## config.mk

```make
export PLATFORM = sky130hd
export DESIGN_NAME = touch_adc_device_flat
export DESIGN_NICKNAME = d
export VERILOG_FILES = /design/src/logic/touch_adc_pkg.sv /design/src/logic/touch_link_if.sv /design/src/logic/touch_adc_device.sv /design/src/flat_wrapper.sv
export VERILOG_INCLUDE_DIRS = /design/src /design/src/logic
export SDC_FILE = /design/constraint.sdc
export NUM_CORES = 1
export LEC_CHECK = 0
export ABC_CLOCK_PERIOD_IN_PS = 3300
export BUFFER_PORTS_ARGS = -buffer_cell sky130_fd_sc_hd__buf_2
export CORE_MARGIN = 2
export CORE_UTILIZATION = 45
export CTS_BUF_LIST = sky130_fd_sc_hd__clkbuf_8
export CTS_CLUSTER_DIAMETER = 150
export DETAILED_ROUTE_END_ITERATION = 10
export PLACE_DENSITY = 0.66
export SYNTH_ARGS = -nofsm -noshare
export SYNTH_HDL_FRONTEND = slang
export SYNTH_SLANG_ARGS = --single-unit
```

## constraint.sdc

```tcl
create_clock -name clk -period 3.3 [get_ports clk]
set_input_delay 0.33 -clock clk [delete_from_list [all_inputs] [get_ports clk]]
set_output_delay 0.33 -clock clk [all_outputs]
set_load 0.01 [all_outputs]
```

## src/logic/touch_adc_regs.svh

```systemverilog
`ifndef TOUCH_ADC_REGS_SVH
`define TOUCH_ADC_REGS_SVH

// Command byte layout.
`define CMD_START_BIT    7
`define CMD_CHAN_MSB     6
`define CMD_CHAN_LSB     4
`define CMD_MODE_BIT     3
`define CMD_REF_BIT      2
`define CMD_PD_MSB       1
`define CMD_PD_LSB       0
`define CMD_BITS         4'h8
`define ACQ_AFTER_BITS   4'h5

// Channel select codes that steer the panel switches and the auxiliary input select.
`define CHAN_Y_DRIVE     3'h1
`define CHAN_X_DRIVE     3'h5
`define CHAN_AUX         3'h2

// Power-down select codes.
`define PD_AUTO_IRQ      2'h0
`define PD_ALWAYS_ON     2'h3
`define PD_RESERVED      2'h2

// Result lengths, falling-edge counts within a conversion, and host link clock counts per frame.
`define RES12_LEN        4'hc
`define RES8_LEN         4'h8
`define NEXT_START_12    4'h8
`define NEXT_START_8     4'h4
`define XFER_CLOCKS      5'h18
`define DATA_FIRST_CLOCK 5'h8

// Timing.
`define CLK_PERIOD_NS    100
`define LINK_PERIOD_NS   800
`define HALF_CYCLES      ((`LINK_PERIOD_NS / 2 + `CLK_PERIOD_NS - 1) / `CLK_PERIOD_NS)

// Host register map and reset values.
`define REG_CMD_OFS      4'h0
`define REG_STATUS_OFS   4'h4
`define REG_RESULT_OFS   4'h8
`define RST_CMD          8'h00
`define RST_PD           2'h0

`endif

```

## src/logic/touch_adc_pkg.sv

```systemverilog
package touch_adc_pkg;

    typedef enum logic {HOST_IDLE, HOST_SHIFT} host_phase_t;

    typedef struct packed {
        logic [1:0]  sclk_sync;
        logic [1:0]  cs_sync;
        logic [1:0]  din_sync;
        logic [1:0]  pen_sync;
        logic        sclk_last;
        logic [3:0]  cmd_cnt;
        logic [6:0]  cmd_sr;
        logic [2:0]  chan;
        logic        mode8;
        logic        ref_se;
        logic [1:0]  pd;
        logic        conv_active;
        logic [3:0]  fall_cnt;
        logic [11:0] result;
        logic        dout;
        logic        dout_oe_n;
        logic        busy;
        logic        busy_oe_n;
        logic        switches_on;
        logic        x_sw;
        logic        y_sw;
        logic        aux_sel;
        logic        acquiring;
        logic        hold;
        logic        low_power;
        logic        lr_sw;
        logic        irq;
    } dev_state_t;

    typedef struct packed {
        host_phase_t phase;
        logic [1:0]  dout_sync;
        logic [1:0]  busy_sync;
        logic [2:0]  half_cnt;
        logic [4:0]  clk_no;
        logic        cs_n;
        logic        sclk;
        logic        din;
        logic [7:0]  tx;
        logic [7:0]  cmd;
        logic [15:0] rx;
        logic [11:0] result;
        logic        done;
        logic        wr_pend;
        logic [3:0]  wr_addr;
        logic [31:0] hrdata;
        logic        hreadyout;
        logic        hresp;
    } host_state_t;

endpackage

```

## src/logic/touch_link_if.sv

```systemverilog
interface touch_link_if;
    logic cs_n;
    logic shift_clock;
    logic din;
    logic dout;
    logic dout_oe_n;
    logic busy;
    logic busy_oe_n;
    logic dout_line;
    logic busy_line;

    // A released line reads low, standing in for a weak pull-down on the board.
    assign dout_line = dout_oe_n ? 1'b0 : dout;
    assign busy_line = busy_oe_n ? 1'b0 : busy;

    modport dev_end (input cs_n, shift_clock, din, output dout, dout_oe_n, busy, busy_oe_n);
    modport host_end (output cs_n, shift_clock, din, input dout_line, busy_line);
endinterface

```

## src/logic/touch_adc_device.sv

```systemverilog
// How it works
// [RL1] Conversion spans three eight-clock byte transfers.
// [RL2] Host sends command in first eight clocks.
// [RL3] Enough command bits start acquisition, switches on.
// [RL4] Three clocks later hold and start conversion.
// [RL5] Twelve conversion clocks, thirteenth delivers last bit.
// [RL6] Trailing pad clocks keep output low.
// [RL7] Differential reference keeps switches on converting.
// [RL8] Ignore input until first high start bit.
// [RL9] Command bits: start, channel, mode, reference, power.
// [RL10] Channel and reference bits steer mux, switches.
// [RL11] Mode bit picks twelve or eight bits.
// [RL12] Reference high single-ended, low differential.
// [RL13] Next command after fifteen or eleven clocks.
// [RL14] Power-down 00 irq and switch on; 01 off.
// [RL15] Code 11 stays powered; 10 reserved.
// [RL16] Wake instantly on new conversion.
// [RL17] Next command may overlap result transfer.
// [RL18] Host finishes each conversion within 1.6 ms.
// [RL19] Stay powered while clock pauses mid-conversion.
// [RL20] Sample on rising edges, update on falling.
// [RL21] Outputs driven only while select is low.
// [RL22] Eight-bit conversion ends four clocks earlier.
// [RL23] Result is straight binary.
// [RL24] Result shifts out MSB first after command.
//
// Added by the designer: the AHB-Lite interface to the registers and the register addresses.
`include "touch_adc_regs.svh"

module touch_adc_device
    import touch_adc_pkg::*;
(
    // Clock and reset
    input  wire logic        clk,
    input  wire logic        sys_rst,
    // Serial link
    touch_link_if.dev_end    link,
    // Converter core and panel
    input  wire logic [11:0] sample_value,
    input  wire logic        pen_touched,
    // Configuration and state seen by the analog side
    output logic      [2:0]  channel_select_bits,
    output logic             resolution_8bit,
    output logic             reference_select,
    output logic      [1:0]  power_down_select,
    output logic             switches_on,
    output logic             x_switches,
    output logic             y_switches,
    output logic             aux_select,
    output logic             acquiring,
    output logic             sample_hold,
    output logic             converting,
    output logic             low_power,
    output logic             lower_right_switch,
    output logic             touch_irq_out
);

    dev_state_t s;
    dev_state_t next_s;

    logic       active;
    logic       rise;
    logic       fall;
    logic [3:0] cnt_inc;
    logic [6:0] new_sr;
    logic [3:0] k;
    logic [3:0] res_len;
    logic       start_ok;

    function automatic logic chan_is(input logic [2:0] chan, input logic [2:0] code);
        chan_is = (chan == code);
    endfunction

    // Reserved code 10 is treated as always on, the safe reading of an unused code.
    function automatic logic pd_sleeps(input logic [1:0] pd);
        pd_sleeps = (pd != `PD_ALWAYS_ON) & (pd != `PD_RESERVED);
    endfunction

    // Edges are found on the second synchroniser stage only.
    assign active   = ~s.cs_sync[1];
    assign rise     = s.sclk_sync[1] & ~s.sclk_last;
    assign fall     = ~s.sclk_sync[1] & s.sclk_last;
    assign cnt_inc  = s.cmd_cnt + 4'h1;
    assign new_sr   = {s.cmd_sr[5:0], s.din_sync[1]};
    assign k        = s.fall_cnt + 4'h1;
    assign res_len  = s.mode8 ? `RES8_LEN : `RES12_LEN;
    // The next start bit is looked for while the old result is still going out.
    assign start_ok = ~s.conv_active
                    | (s.fall_cnt >= (s.mode8 ? `NEXT_START_8 : `NEXT_START_12)); // [RL13] [RL17]

    always_comb begin
        next_s           = s;
        next_s.sclk_sync = {s.sclk_sync[0], link.shift_clock};
        next_s.cs_sync   = {s.cs_sync[0], link.cs_n};
        next_s.din_sync  = {s.din_sync[0], link.din};
        next_s.pen_sync  = {s.pen_sync[0], pen_touched};
        next_s.sclk_last = s.sclk_sync[1];
        next_s.dout_oe_n = s.cs_sync[1]; // [RL21]
        next_s.busy_oe_n = s.cs_sync[1]; // [RL21]

        // Raising select abandons a half-received command byte and any running conversion.
        // Otherwise a cut frame would leave the panel powered and block every later start bit.
        // A cut during acquisition applies the power code of the previous command.
        if (!active) begin
            next_s.cmd_cnt = 4'h0;
            if (s.conv_active || s.acquiring) begin
                next_s.conv_active = 1'b0;
                next_s.acquiring   = 1'b0;
                next_s.hold        = 1'b0;
                next_s.switches_on = 1'b0;
                next_s.busy        = 1'b0;
                next_s.dout        = 1'b0;
                next_s.low_power   = pd_sleeps(s.pd); // [RL14]
            end
        end

        if (active && rise) begin // [RL20]
            if (s.cmd_cnt == 4'h0) begin
                if (s.din_sync[1] && start_ok) begin // [RL8]
                    next_s.cmd_cnt   = 4'h1;
                    next_s.low_power = 1'b0; // [RL16]
                end
            end else begin
                next_s.cmd_sr  = new_sr; // [RL2]
                next_s.cmd_cnt = cnt_inc;
                if (cnt_inc == `ACQ_AFTER_BITS) begin
                    // Channel bits are complete here, so the panel can start settling.
                    next_s.chan        = new_sr[3:1]; // [RL3] [RL10]
                    next_s.acquiring   = 1'b1; // [RL3]
                    next_s.hold        = 1'b0;
                    next_s.switches_on = 1'b1; // [RL3]
                end
                if (cnt_inc == `CMD_BITS) begin
                    next_s.cmd_cnt     = 4'h0;
                    next_s.chan        = new_sr[`CMD_CHAN_MSB:`CMD_CHAN_LSB]; // [RL9] [RL10]
                    next_s.mode8       = new_sr[`CMD_MODE_BIT]; // [RL9] [RL11]
                    next_s.ref_se      = new_sr[`CMD_REF_BIT]; // [RL9] [RL12]
                    next_s.pd          = new_sr[`CMD_PD_MSB:`CMD_PD_LSB]; // [RL9]
                    next_s.acquiring   = 1'b0;
                    next_s.hold        = 1'b1; // [RL4]
                    next_s.conv_active = 1'b1; // [RL4]
                    next_s.fall_cnt    = 4'h0;
                    // Differential reference needs the panel powered through conversion.
                    next_s.switches_on = ~new_sr[`CMD_REF_BIT]; // [RL4] [RL7] [RL12]
                    if (new_sr[`CMD_MODE_BIT]) begin
                        next_s.result = {sample_value[11:4], 4'h0}; // [RL11] [RL23]
                    end else begin
                        next_s.result = sample_value; // [RL23]
                    end
                end
            end
        end

        if (active && fall && s.conv_active) begin // [RL20]
            next_s.fall_cnt = k;
            if (k == 4'h1) begin
                next_s.busy = 1'b1;
                next_s.dout = 1'b0;
            end else if (k <= res_len + 4'h1) begin // [RL5] [RL22]
                next_s.busy   = 1'b0;
                next_s.dout   = s.result[11]; // [RL24]
                next_s.result = {s.result[10:0], 1'b0}; // [RL24]
            end else begin
                next_s.busy        = 1'b0;
                next_s.dout        = 1'b0; // [RL6]
                next_s.conv_active = 1'b0;
                // An overlapped command already owns the switches and power state.
                if (s.cmd_cnt == 4'h0 && next_s.cmd_cnt == 4'h0) begin
                    next_s.hold        = 1'b0;
                    next_s.switches_on = 1'b0;
                    next_s.low_power   = pd_sleeps(s.pd); // [RL14] [RL15] [RL19]
                end
            end
        end

        next_s.x_sw    = next_s.switches_on & chan_is(next_s.chan, `CHAN_X_DRIVE); // [RL10]
        next_s.y_sw    = next_s.switches_on & chan_is(next_s.chan, `CHAN_Y_DRIVE); // [RL10]
        next_s.aux_sel = next_s.acquiring & chan_is(next_s.chan, `CHAN_AUX); // [RL10]
        next_s.lr_sw   = next_s.low_power & (next_s.pd == `PD_AUTO_IRQ); // [RL14]
        next_s.irq     = (s.pd == `PD_AUTO_IRQ) & s.pen_sync[1]; // [RL14] [RL15]
    end

    always_ff @(posedge clk) begin
        if (sys_rst) begin
            s           <= '0;
            s.cs_sync   <= 2'h3;
            s.dout_oe_n <= 1'b1;
            s.busy_oe_n <= 1'b1;
            s.pd        <= `RST_PD;
            s.low_power <= 1'b1;
        end else begin
            s <= next_s;
        end
    end

    assign link.dout           = s.dout;
    assign link.dout_oe_n      = s.dout_oe_n;
    assign link.busy           = s.busy;
    assign link.busy_oe_n      = s.busy_oe_n;
    assign channel_select_bits = s.chan;
    assign resolution_8bit     = s.mode8;
    assign reference_select    = s.ref_se;
    assign power_down_select   = s.pd;
    assign switches_on         = s.switches_on;
    assign x_switches          = s.x_sw;
    assign y_switches          = s.y_sw;
    assign aux_select          = s.aux_sel;
    assign acquiring           = s.acquiring;
    assign sample_hold         = s.hold;
    assign converting          = s.conv_active;
    assign low_power           = s.low_power;
    assign lower_right_switch  = s.lr_sw;
    assign touch_irq_out       = s.irq;

endmodule // touch_adc_device

```

## src/flat_wrapper.sv

```systemverilog
// flat-port wrapper written by rule: the top's interface ports become plain ports
module touch_adc_device_flat import touch_adc_pkg::*;
  (clk, sys_rst, sample_value, pen_touched, channel_select_bits, resolution_8bit, reference_select, power_down_select, switches_on, x_switches, y_switches, aux_select, acquiring, sample_hold, converting, low_power, lower_right_switch, touch_irq_out, link_cs_n, link_shift_clock, link_din, link_dout, link_dout_oe_n, link_busy, link_busy_oe_n);
  touch_link_if link_i ();
  input  wire logic clk;
  input  wire logic sys_rst;
  input  wire logic [11:0] sample_value;
  input  wire logic pen_touched;
  output logic      [2:0] channel_select_bits;
  output logic resolution_8bit;
  output logic reference_select;
  output logic      [1:0] power_down_select;
  output logic switches_on;
  output logic x_switches;
  output logic y_switches;
  output logic aux_select;
  output logic acquiring;
  output logic sample_hold;
  output logic converting;
  output logic low_power;
  output logic lower_right_switch;
  output logic touch_irq_out;
  input wire logic [$bits(link_i.cs_n)-1:0] link_cs_n;
  input wire logic [$bits(link_i.shift_clock)-1:0] link_shift_clock;
  input wire logic [$bits(link_i.din)-1:0] link_din;
  output wire logic [$bits(link_i.dout)-1:0] link_dout;
  output wire logic [$bits(link_i.dout_oe_n)-1:0] link_dout_oe_n;
  output wire logic [$bits(link_i.busy)-1:0] link_busy;
  output wire logic [$bits(link_i.busy_oe_n)-1:0] link_busy_oe_n;
  assign link_i.cs_n = link_cs_n;
  assign link_i.shift_clock = link_shift_clock;
  assign link_i.din = link_din;
  assign link_dout = link_i.dout;
  assign link_dout_oe_n = link_i.dout_oe_n;
  assign link_busy = link_i.busy;
  assign link_busy_oe_n = link_i.busy_oe_n;
  touch_adc_device u_core (.clk(clk), .sys_rst(sys_rst), .link(link_i), .sample_value(sample_value), .pen_touched(pen_touched), .channel_select_bits(channel_select_bits), .resolution_8bit(resolution_8bit), .reference_select(reference_select), .power_down_select(power_down_select), .switches_on(switches_on), .x_switches(x_switches), .y_switches(y_switches), .aux_select(aux_select), .acquiring(acquiring), .sample_hold(sample_hold), .converting(converting), .low_power(low_power), .lower_right_switch(lower_right_switch), .touch_irq_out(touch_irq_out));
endmodule
```

After elaboration in Yosys (flattened, before gate mapping)
Index checks and enable logic that the tools add are counted.
{"block": "op_classes", "eq_ne": 9, "n_addsub": 3, "n_mux": 46, "n_div": 0, "n_lt_le_gt_ge": 2, "shifts": 0, "reduce_logical": 18, "bitwise": 15, "n_mul": 0}
{"operator": "$mux W35", "n": 1}
{"operator": "$mux W31", "n": 1}
{"operator": "$mux W12", "n": 2}
{"operator": "$mux W24", "n": 1}
{"operator": "$mux W4", "n": 6}
{"operator": "$mux W1", "n": 22}
{"operator": "$mux W18", "n": 1}
{"operator": "$mux W3", "n": 5}
{"operator": "$mux W2", "n": 7}
{"operator": "$add A4 B1 Y4 const B", "n": 3}
{"operator": "$and A1 B1 Y1", "n": 8}
{"operator": "$logic_not A4 Y1", "n": 2}
{"operator": "$reduce_bool A2 Y1", "n": 4}
{"operator": "$ne A2 B2 Y1 const B", "n": 3}
{"operator": "$not A1 Y1", "n": 6}
{"operator": "$reduce_and A3 Y1", "n": 2}
{"operator": "$logic_and A1 B1 Y1", "n": 5}
{"operator": "$eq A4 B1 Y1 const B", "n": 1}
{"operator": "$eq A4 B3 Y1 const B", "n": 1}
{"operator": "$eq A4 B4 Y1 const B", "n": 1}
{"operator": "$ge A4 B4 Y1", "n": 1}
{"operator": "$le A4 B4 Y1", "n": 1}
{"operator": "$logic_not A2 Y1", "n": 2}
{"operator": "$reduce_and A2 Y1", "n": 2}
{"operator": "5 further kinds", "n": 5}
{"block": "word_totals", "n_memories": 0, "ramBits": 0, "latch_bits": 0, "mem_bits_ro": 0, "register_bits": 56}

Longest topological paths before layout
Gate-level depths: netlist of run 1.
{"block": "logic_depth", "word_depth": 14, "mapped_depth": 10, "ltp_nobuf": 9}

Worst setup path before layout of run 1
No wires, ideal clock.
{"block": "synth_timing", "path_kind": "reg2reg", "from": "register u_core.s[25] (netlist name)", "to": "register u_core.s[17] (netlist name)", "t_arrival_ns": 2.194, "setup_ns": 0.091, "required_time_ns": 3.209, "stages_incl_launch_ff": 10, "n_path_buf": 1, "setup_slack_ns": 1.015, "path_cell_list": "dfxtp_1 ha_1 xor2_1 ha_1 nor2b_1 o21ai_0 nor2_1 or3_1 clkbuf_1 a311oi_1"}
{"block": "synth_via", "elab_chain_cells": 5, "word_cells_on_any_way": 6}
{"item": "from (decl)", "line": "touch_adc_device.sv:58", "text": "dev_state_t s;"}
{"item": "from (signal assigned)", "line": "touch_adc_device.sv:192", "text": "s <= next_s;"}
{"item": "$add A4 B1 Y4 *", "line": "touch_adc_device.sv:85", "text": "assign k = s.fall_cnt + 4'h1;"}
{"item": "$le A4 B4 Y1", "line": "touch_adc_device.sv:159", "text": "end else if (k <= res_len + 4'h1) begin"}
{"item": "$mux W12", "line": "touch_adc_device.sv:159"}
{"item": "$mux W12 *", "line": "touch_adc_device.sv:156", "text": "if (k == 4'h1) begin"}
{"item": "$mux W18 *", "line": "touch_adc_device.sv:154", "text": "if (active && fall && s.conv_active) begin"}
Mark *: on every way between the ends. The rest lies on a longest branch, timed or not.
A chain may end at the register's enable or synchronous reset.

Worst setup path in the final report of run 1
{"block": "layout_timing", "from": "register u_core.s[25] (netlist name)", "to": "register u_core.s[18] (netlist name)"}
Same word-level chain as after synthesis.

==> flow_metrics.tcl, run 1 <==
set metrics [dict create \
    synth.cell_area_um2 2440 \
    end_kind "flip-flop" \
    irDropWorstVdd_mv 0.306 \
    maxSlewHeadroom_pct 39.2 \
    clock_power_share_pct 36.8 \
    route.detailed.wl_per_inst_um 13.8 \
    seq_area_frac_synth_pct 45.1 \
    drt_pass1_iterations 4 \
    cap_violations 0 \
    layout_setup_ws_ns 0.637 \
    yosysWarnings 0 \
    critical-path-top-delay-family "simple AND/OR/NAND/NOR gates" \
    critPathArrivalTime_ns 2.87 \
    reg2reg_depth 8 \
    min_path_cells 2 \
    p_leak_nw 1.09 \
    nets 339 \
    hp-class "primary input to flip-flop" \
    reg2reg_to "u_core.s[18]" \
    fin_crit_sh_pct 80.7 \
    syn_nets 313 \
    antenna_left 0 \
    p_sw_share_pct 21.4 \
    syn_area_per_cell_um2 8.48 \
    drive_above_1_share_pct 17.8 \
    crit_path_max_fanout 22 \
    io_pins 39 \
    viasPerCell 5.35 \
    antenna_cells 0 \
    worst-path-buf-inv 0 \
    hold_viol 0 \
    clock-skew-final_ns 0.00547 \
    clk_pin_slew_ns 0.09 \
    drcViolationCount 0 \
    critPathLaunchType "flip-flop" \
    numCtsBuffers 5 \
    start_util_pct 47.2 \
    grt_pass1_wl_um 8940 \
    worst_ep_required_time_ns 3.51 \
    grt_pass1_vias 1913 \
    powerDensity_nw_per_um2 406 \
    grt_max_degree 52 \
    rsz0062_at_grt "false" \
    slowest_stage "or3_1" \
    worst_pin_slew_ns 0.912 \
    ys_seq_elements 55 \
    grt_usage_pct 18.2 \
    worstPathCellList "ha_1 -> xor2_1 -> ha_1 -> nor2b_1 -> o21ai_0 -> nor2_1 -> or3_1 -> a311oi_1" \
    r2r_setup_slack_ns 0.64 \
    drt_iter0_markers 146 \
    critPathMaxStageDelay_ns 0.65 \
    core-area_um2 5170 \
    design.die.area_um2 6040 \
    cts_tree "yes" \
    layout.cells.non_filler 385 \
    finalCriticalPeriod_ns 2.66 \
    maxSlewViolCount 0 \
    synth_edf_count 0 \
    setup_viol 0 \
    cts.sinks 55 \
    post_cts_buffers 0 \
    clockBufferDepth 2 \
    pre_cts_ws_ns 0.653 \
    hold_path_end "u_core.next_s[54]" \
    cts_resized 0 \
    root_buffer "clkbuf_8" \
    syn-instance-count 288 \
    hpwl_um 3650 \
    max_freq_mhz 376 \
    htree_levels 2 \
    dp_cells 377 \
    synthFlopType "dfxtp_1" \
    cpMostUsedCell "ha_1" \
    setup_tns_ns 0 \
    p_int_mw 0.875 \
    postPlaceCellArea_um2 2640 \
    r2r-start "u_core.s[25]" \
    die_w_um 77.7 \
    vias 2058 \
    critPathKind "flip-flop to flip-flop" \
    path_depth 8 \
    stdcell_area_um2 2740 \
    synth_cell_types 48 \
    netSwitchingPower_mw 0.238 \
    grt_overflow 0 \
    combPwrFrac_pct 2.6 \
    place_congestion 0.831 \
    drt_wl_total_um 5320 \
    fin_util_pct 53.0 \
    p_seq_share_pct 60.5 \
    antenna_found_initial 0 \
    cts-hold-fix-buffers 0 \
    port_buffers 38 \
    hold_start "link_cs_n" \
    clock_latency_ns 0.31 \
    ys_async_sr_fraction_pct 0 \
    outcome "complete, no violations" \
    syn_to_final_growth_pct 12.1 \
    rows 26 \
    fp.dieH_um 77.7 \
]
## worst register-to-register path: stages, from the launching register on
cell and delay (ns):
dfxtp_1 0.40, ha_1 0.25, xor2_1 0.24, ha_1 0.29, nor2b_1 0.13, o21ai_0 0.20
nor2_1 0.08, or3_1 0.65, a311oi_1 0.34
## synthesized netlist by cell type, types with 2 or more instances
library cell / count / area share (%)
dfxtp_1: 55 / 45
nand2_1: 44 / 6.8
nor2_1: 28 / 4.3
a21oi_1: 23 / 4.7
clkbuf_1: 12 / 1.8
nor2b_1: 12 / 3.1
inv_1: 10 / 1.5
nor3_1: 9 / 1.8
a311oi_1: 8 / 2.9
buf_4: 7 / 2.2
ha_1: 7 / 3.6
nor3b_1: 7 / 2.2
o21ai_0: 7 / 1.4
nand3_1: 6 / 1.2
a211oi_1: 4 / 1.2
a31oi_1: 4 / 1.0
nand2b_1: 3 / 0.77
or2_2: 3 / 0.77
xor2_1: 3 / 1.1
and3b_1: 2 / 0.72
buf_2: 2 / 0.41
nand3b_1: 2 / 0.61
nor3b_2: 2 / 1.0
nor4b_1: 2 / 0.72
or2_1: 2 / 0.51
or3_1: 2 / 0.51
## registers in the layout (all words and copies together), names as in the netlist, 2 cells and up
name	count
u_core.power_down_select	2
u_core.s	22
u_core.channel_select_bits	3
u_core.next_s	6
u_core.new_sr	7
## power by group through the flow
stage	Clock (mW)	Sequential (mW)	Combinational, mW
after floorplan	0	0.688	0.0165
after CTS	0.415	0.674	0.0298
after detailed placement	0	0.689	0.0298
after global placement	0	0.689	0.0295
after global routing	0.445	0.675	0.0320
final	0.410	0.674	0.0294
## metrics by stage
stage               power, mW  hold slack [ns]
floorplan               0.705            0.389
global placement        0.719            0.394
detailed placement      0.719            0.407
CTS                      1.12            0.195
global route             1.15            0.194
finish                   1.11            0.200
## kinds of logic after synthesis
group                    share of synthesized area, %
multiplexers                                    0.410
adder cells (fa/ha/maj)                          3.58
buffers and inverters                            5.94
AO/OA/AOI/OAI                                    16.2
flip-flops                                       45.1
AND/OR/NAND/NOR                                  27.3
XOR/XNOR                                         1.43
## worst max-delay path by stage
stage	from	to	slack [ns]
finish	u_core.s[25]	u_core.s[18]	0.64
CTS	u_core.s[25]	u_core.s[18]	0.62
global placement	u_core.s[25]	u_core.s[16]	0.80
detailed placement	u_core.s[25]	u_core.s[16]	0.65
global route	u_core.s[25]	u_core.s[22]	0.36
floorplan	u_core.s[25]	u_core.s[17]	1.02
## layout by cell type (no fill, tap or decap), types with 3 or more instances in the layout
| cell type | Yosys | final |
|---|---|---|
| buf_2 | 2 | 38 |
| a21oi_1 | 23 | 23 |
| o21ai_0 | 7 | 7 |
| nand2b_1 | 3 | 3 |
| dfxtp_1 | 55 | 55 |
| nor3b_1 | 7 | 7 |
| inv_1 | 10 | 10 |
| nand3_1 | 6 | 6 |
| clkbuf_8 | 0 | 7 |
| nor2b_1 | 12 | 12 |
| nor3_1 | 9 | 9 |
| a211oi_1 | 4 | 4 |
| nor2_1 | 28 | 28 |
| xor2_1 | 3 | 3 |
| ha_1 | 7 | 7 |
| or2_2 | 3 | 3 |
| nand2_1 | 44 | 44 |
| a31oi_1 | 4 | 4 |
| a311oi_1 | 8 | 8 |
## layout make-up
type / instances / area [µm²]
fillers: 494 / 2430
multi-input cells: 202 / 1200
flip-flops and latches: 55 / 1100
repair buffers: 40 / 205
clock buffers: 7 / 96.3
well taps: 70 / 87.6
inverters: 10 / 37.5
clock inverters: 1 / 7.51
## layer usage
metal / global-route usage, % / part of all wire, %
met5: 0 / 0
met4: 4.29 / 0.30
met3: 4.30 / 4.6
met2: 30.2 / 48
met1: 23.8 / 47
No activity file was read; power rests on OpenSTA's default activity.
==> inputs of run 2 (changes only) <==
Settings changed: ABC_CLOCK_PERIOD_IN_PS 3300 to 2740.
Clock period 3.3 ns to 2.74 ns, I/O delays scaled along.
==> flow_metrics.tcl, run 2 (synthesis results as in run 1) <==
set metrics [dict create \
    top_layer "met4" \
    ff_latch_area_um2 1100 \
    drt-met1-wl_um 2430 \
    outcome "complete, no violations" \
    grt_pass1_vias 1867 \
    fp.dieH_um 77.7 \
    drive_above_1_share_pct 18.0 \
    irDropWorstVdd_mv 0.338 \
    io_pins 39 \
    rsz0062_at_grt "false" \
    route.detailed.wl_per_inst_um 13.5 \
    clk_pin_slew_ns 0.10 \
    drt_pass1_iterations 4 \
    clock-skew-final_ns 0.00671 \
    wl_met2_um 2440 \
    grt_usage_pct 18.2 \
    clock_latency_ns 0.31 \
    maxSlewHeadroom_pct 39.5 \
    cts-hold-fix-buffers 0 \
    antenna_left 0 \
    place_congestion 0.832 \
    route.met3.wl_um 282 \
    cts.sinks 55 \
    finalPower_mw 1.28 \
    core-area_um2 5170 \
    maxSlewViolCount 0 \
    drcViolationCount 0 \
    drt_wl_total_um 5200 \
    hp-class "primary input to flip-flop" \
    die_w_um 77.7 \
    critPathArrivalTime_ns 2.63 \
    vias 2050 \
    htree_levels 2 \
    crit_path_max_fanout 22 \
    grt_overflow 0 \
    viasPerCell 5.31 \
    multiInputGateArea_um2 1210 \
    grt_max_degree 52 \
    setup_viol 0 \
    syn_to_final_growth_pct 11.8 \
    end_kind "flip-flop" \
    hpwl_um 3540 \
    finalCriticalPeriod_ns 2.42 \
    root_buffer "clkbuf_8" \
    nFillCells 498 \
    final_cell_mix "dfxtp_1, nand2_1, buf_2" \
    fin_crit_sh_pct 88.5 \
    largest_reg_flops 22 \
    critPathKind "flip-flop to flip-flop" \
    antenna_cells 0 \
    worstPathCellList "ha_1 -> xor2_1 -> ha_1 -> nor2b_1 -> o21ai_0 -> nor2_1 -> or3_4 -> a311oi_1" \
    powerDensity_nw_per_um2 470 \
    worst_ep_required_time_ns 2.95 \
    setup_tns_ns 0 \
    critPathLaunchType "flip-flop" \
    antenna_found_initial 0 \
    drt_iter0_markers 96 \
    top_register "u_core.s" \
    numCtsBuffers 5 \
    cap_violations 0 \
    nets 340 \
    design.die.area_um2 6040 \
    clockBufferDepth 2 \
    cts_tree "yes" \
    worst_pin_slew_ns 0.908 \
    hold_viol 0 \
    final_common_cell "dfxtp_1" \
    port_buffers 38 \
    grt_pass1_wl_um 8820 \
    start_util_pct 47.2 \
    critPathMaxStageDelay_ns 0.49 \
    max_freq_mhz 413 \
    rows 26 \
    r2r_setup_slack_ns 0.32 \
    slowest_stage "or3_4" \
    cpMostUsedCell "ha_1" \
    p_leak_nw 1.09 \
]
-- run 2: cell types whose count changed in the layout (fill, tap and decap cells not counted) --
cell      before  now
clkbuf_8       7    5
buf_4          2    3
clkinv_2       0    1
inv_1         10   11
or3_1          2    1
or3_4          0    1
-- run 2: critical path, delay by kind of cell (launching register included) --
kind / cells / cell delay, ns
simple gates: 3 / 0.71
fa+ha+maj: 2 / 0.52
compound gates: 2 / 0.48
flops: 1 / 0.40
xor+xnor: 1 / 0.21
-- run 2: per-layer routing --
metal | up-vias | GRT usage, %
met3 | 6 | 3.72
met2 | 50 | 29.1
met5 | - | 0
met1 | 945 | 23.9
met4 | 0 | 7.50
li1 | 1049 | -
-- run 2: per-stage QoR --
| step | hold WS, ns | util, % | worst slack, ns | instances | cell area, µm² |
|---|---|---|---|---|---|
| floorplan | 0.378 | - | 0.455 | 288 | 2440 |
| global placement | 0.410 | 51.1 | 0.229 | 378 | 2640 |
| detailed placement | 0.407 | 51.1 | 0.0835 | 378 | 2640 |
| CTS | 0.136 | 52.7 | 0.0788 | 386 | 2730 |
| global route | 0.136 | 52.8 | 0.0994 | 386 | 2730 |
| finish | 0.144 | 52.8 | 0.316 | 386 | 2730 |
-- run 2: cell type report --
class / count / share of cell area [%]
clock buffers: 5 / 2.52
clock inverters: 3 / 0.595
inverters: 10 / 1.37
multi-input cells: 202 / 44.2
flip-flops and latches: 55 / 40.3
well taps: 70 / 3.21
repair buffers: 41 / 7.78
-- run 2: path summary, 6_finish.rpt --
| path | to | start | cells after the start |
|---|---|---|---|
| setup / recovery | u_core.s[24] | u_core.s[25] | 8 |
| hold / removal | u_core.next_s[54] | link_cs_n | 2 |
| setup reg to reg | u_core.s[24] | u_core.s[25] | 8 |
| hold reg to reg | u_core.next_s[9] | u_core.next_s[54] | 1 |
-- run 2: repair_timing --
action | CTS | global route
buffers inserted | 0 | 0
gates resized for setup | 0 | 2
endpoints found under the setup margin | 0 | 11
-- run 2: power by group --
group | switching (mW) | internal [mW]
registers | 0.00530 | 0.806
logic | 0.0182 | 0.0172
clock network | 0.261 | 0.176
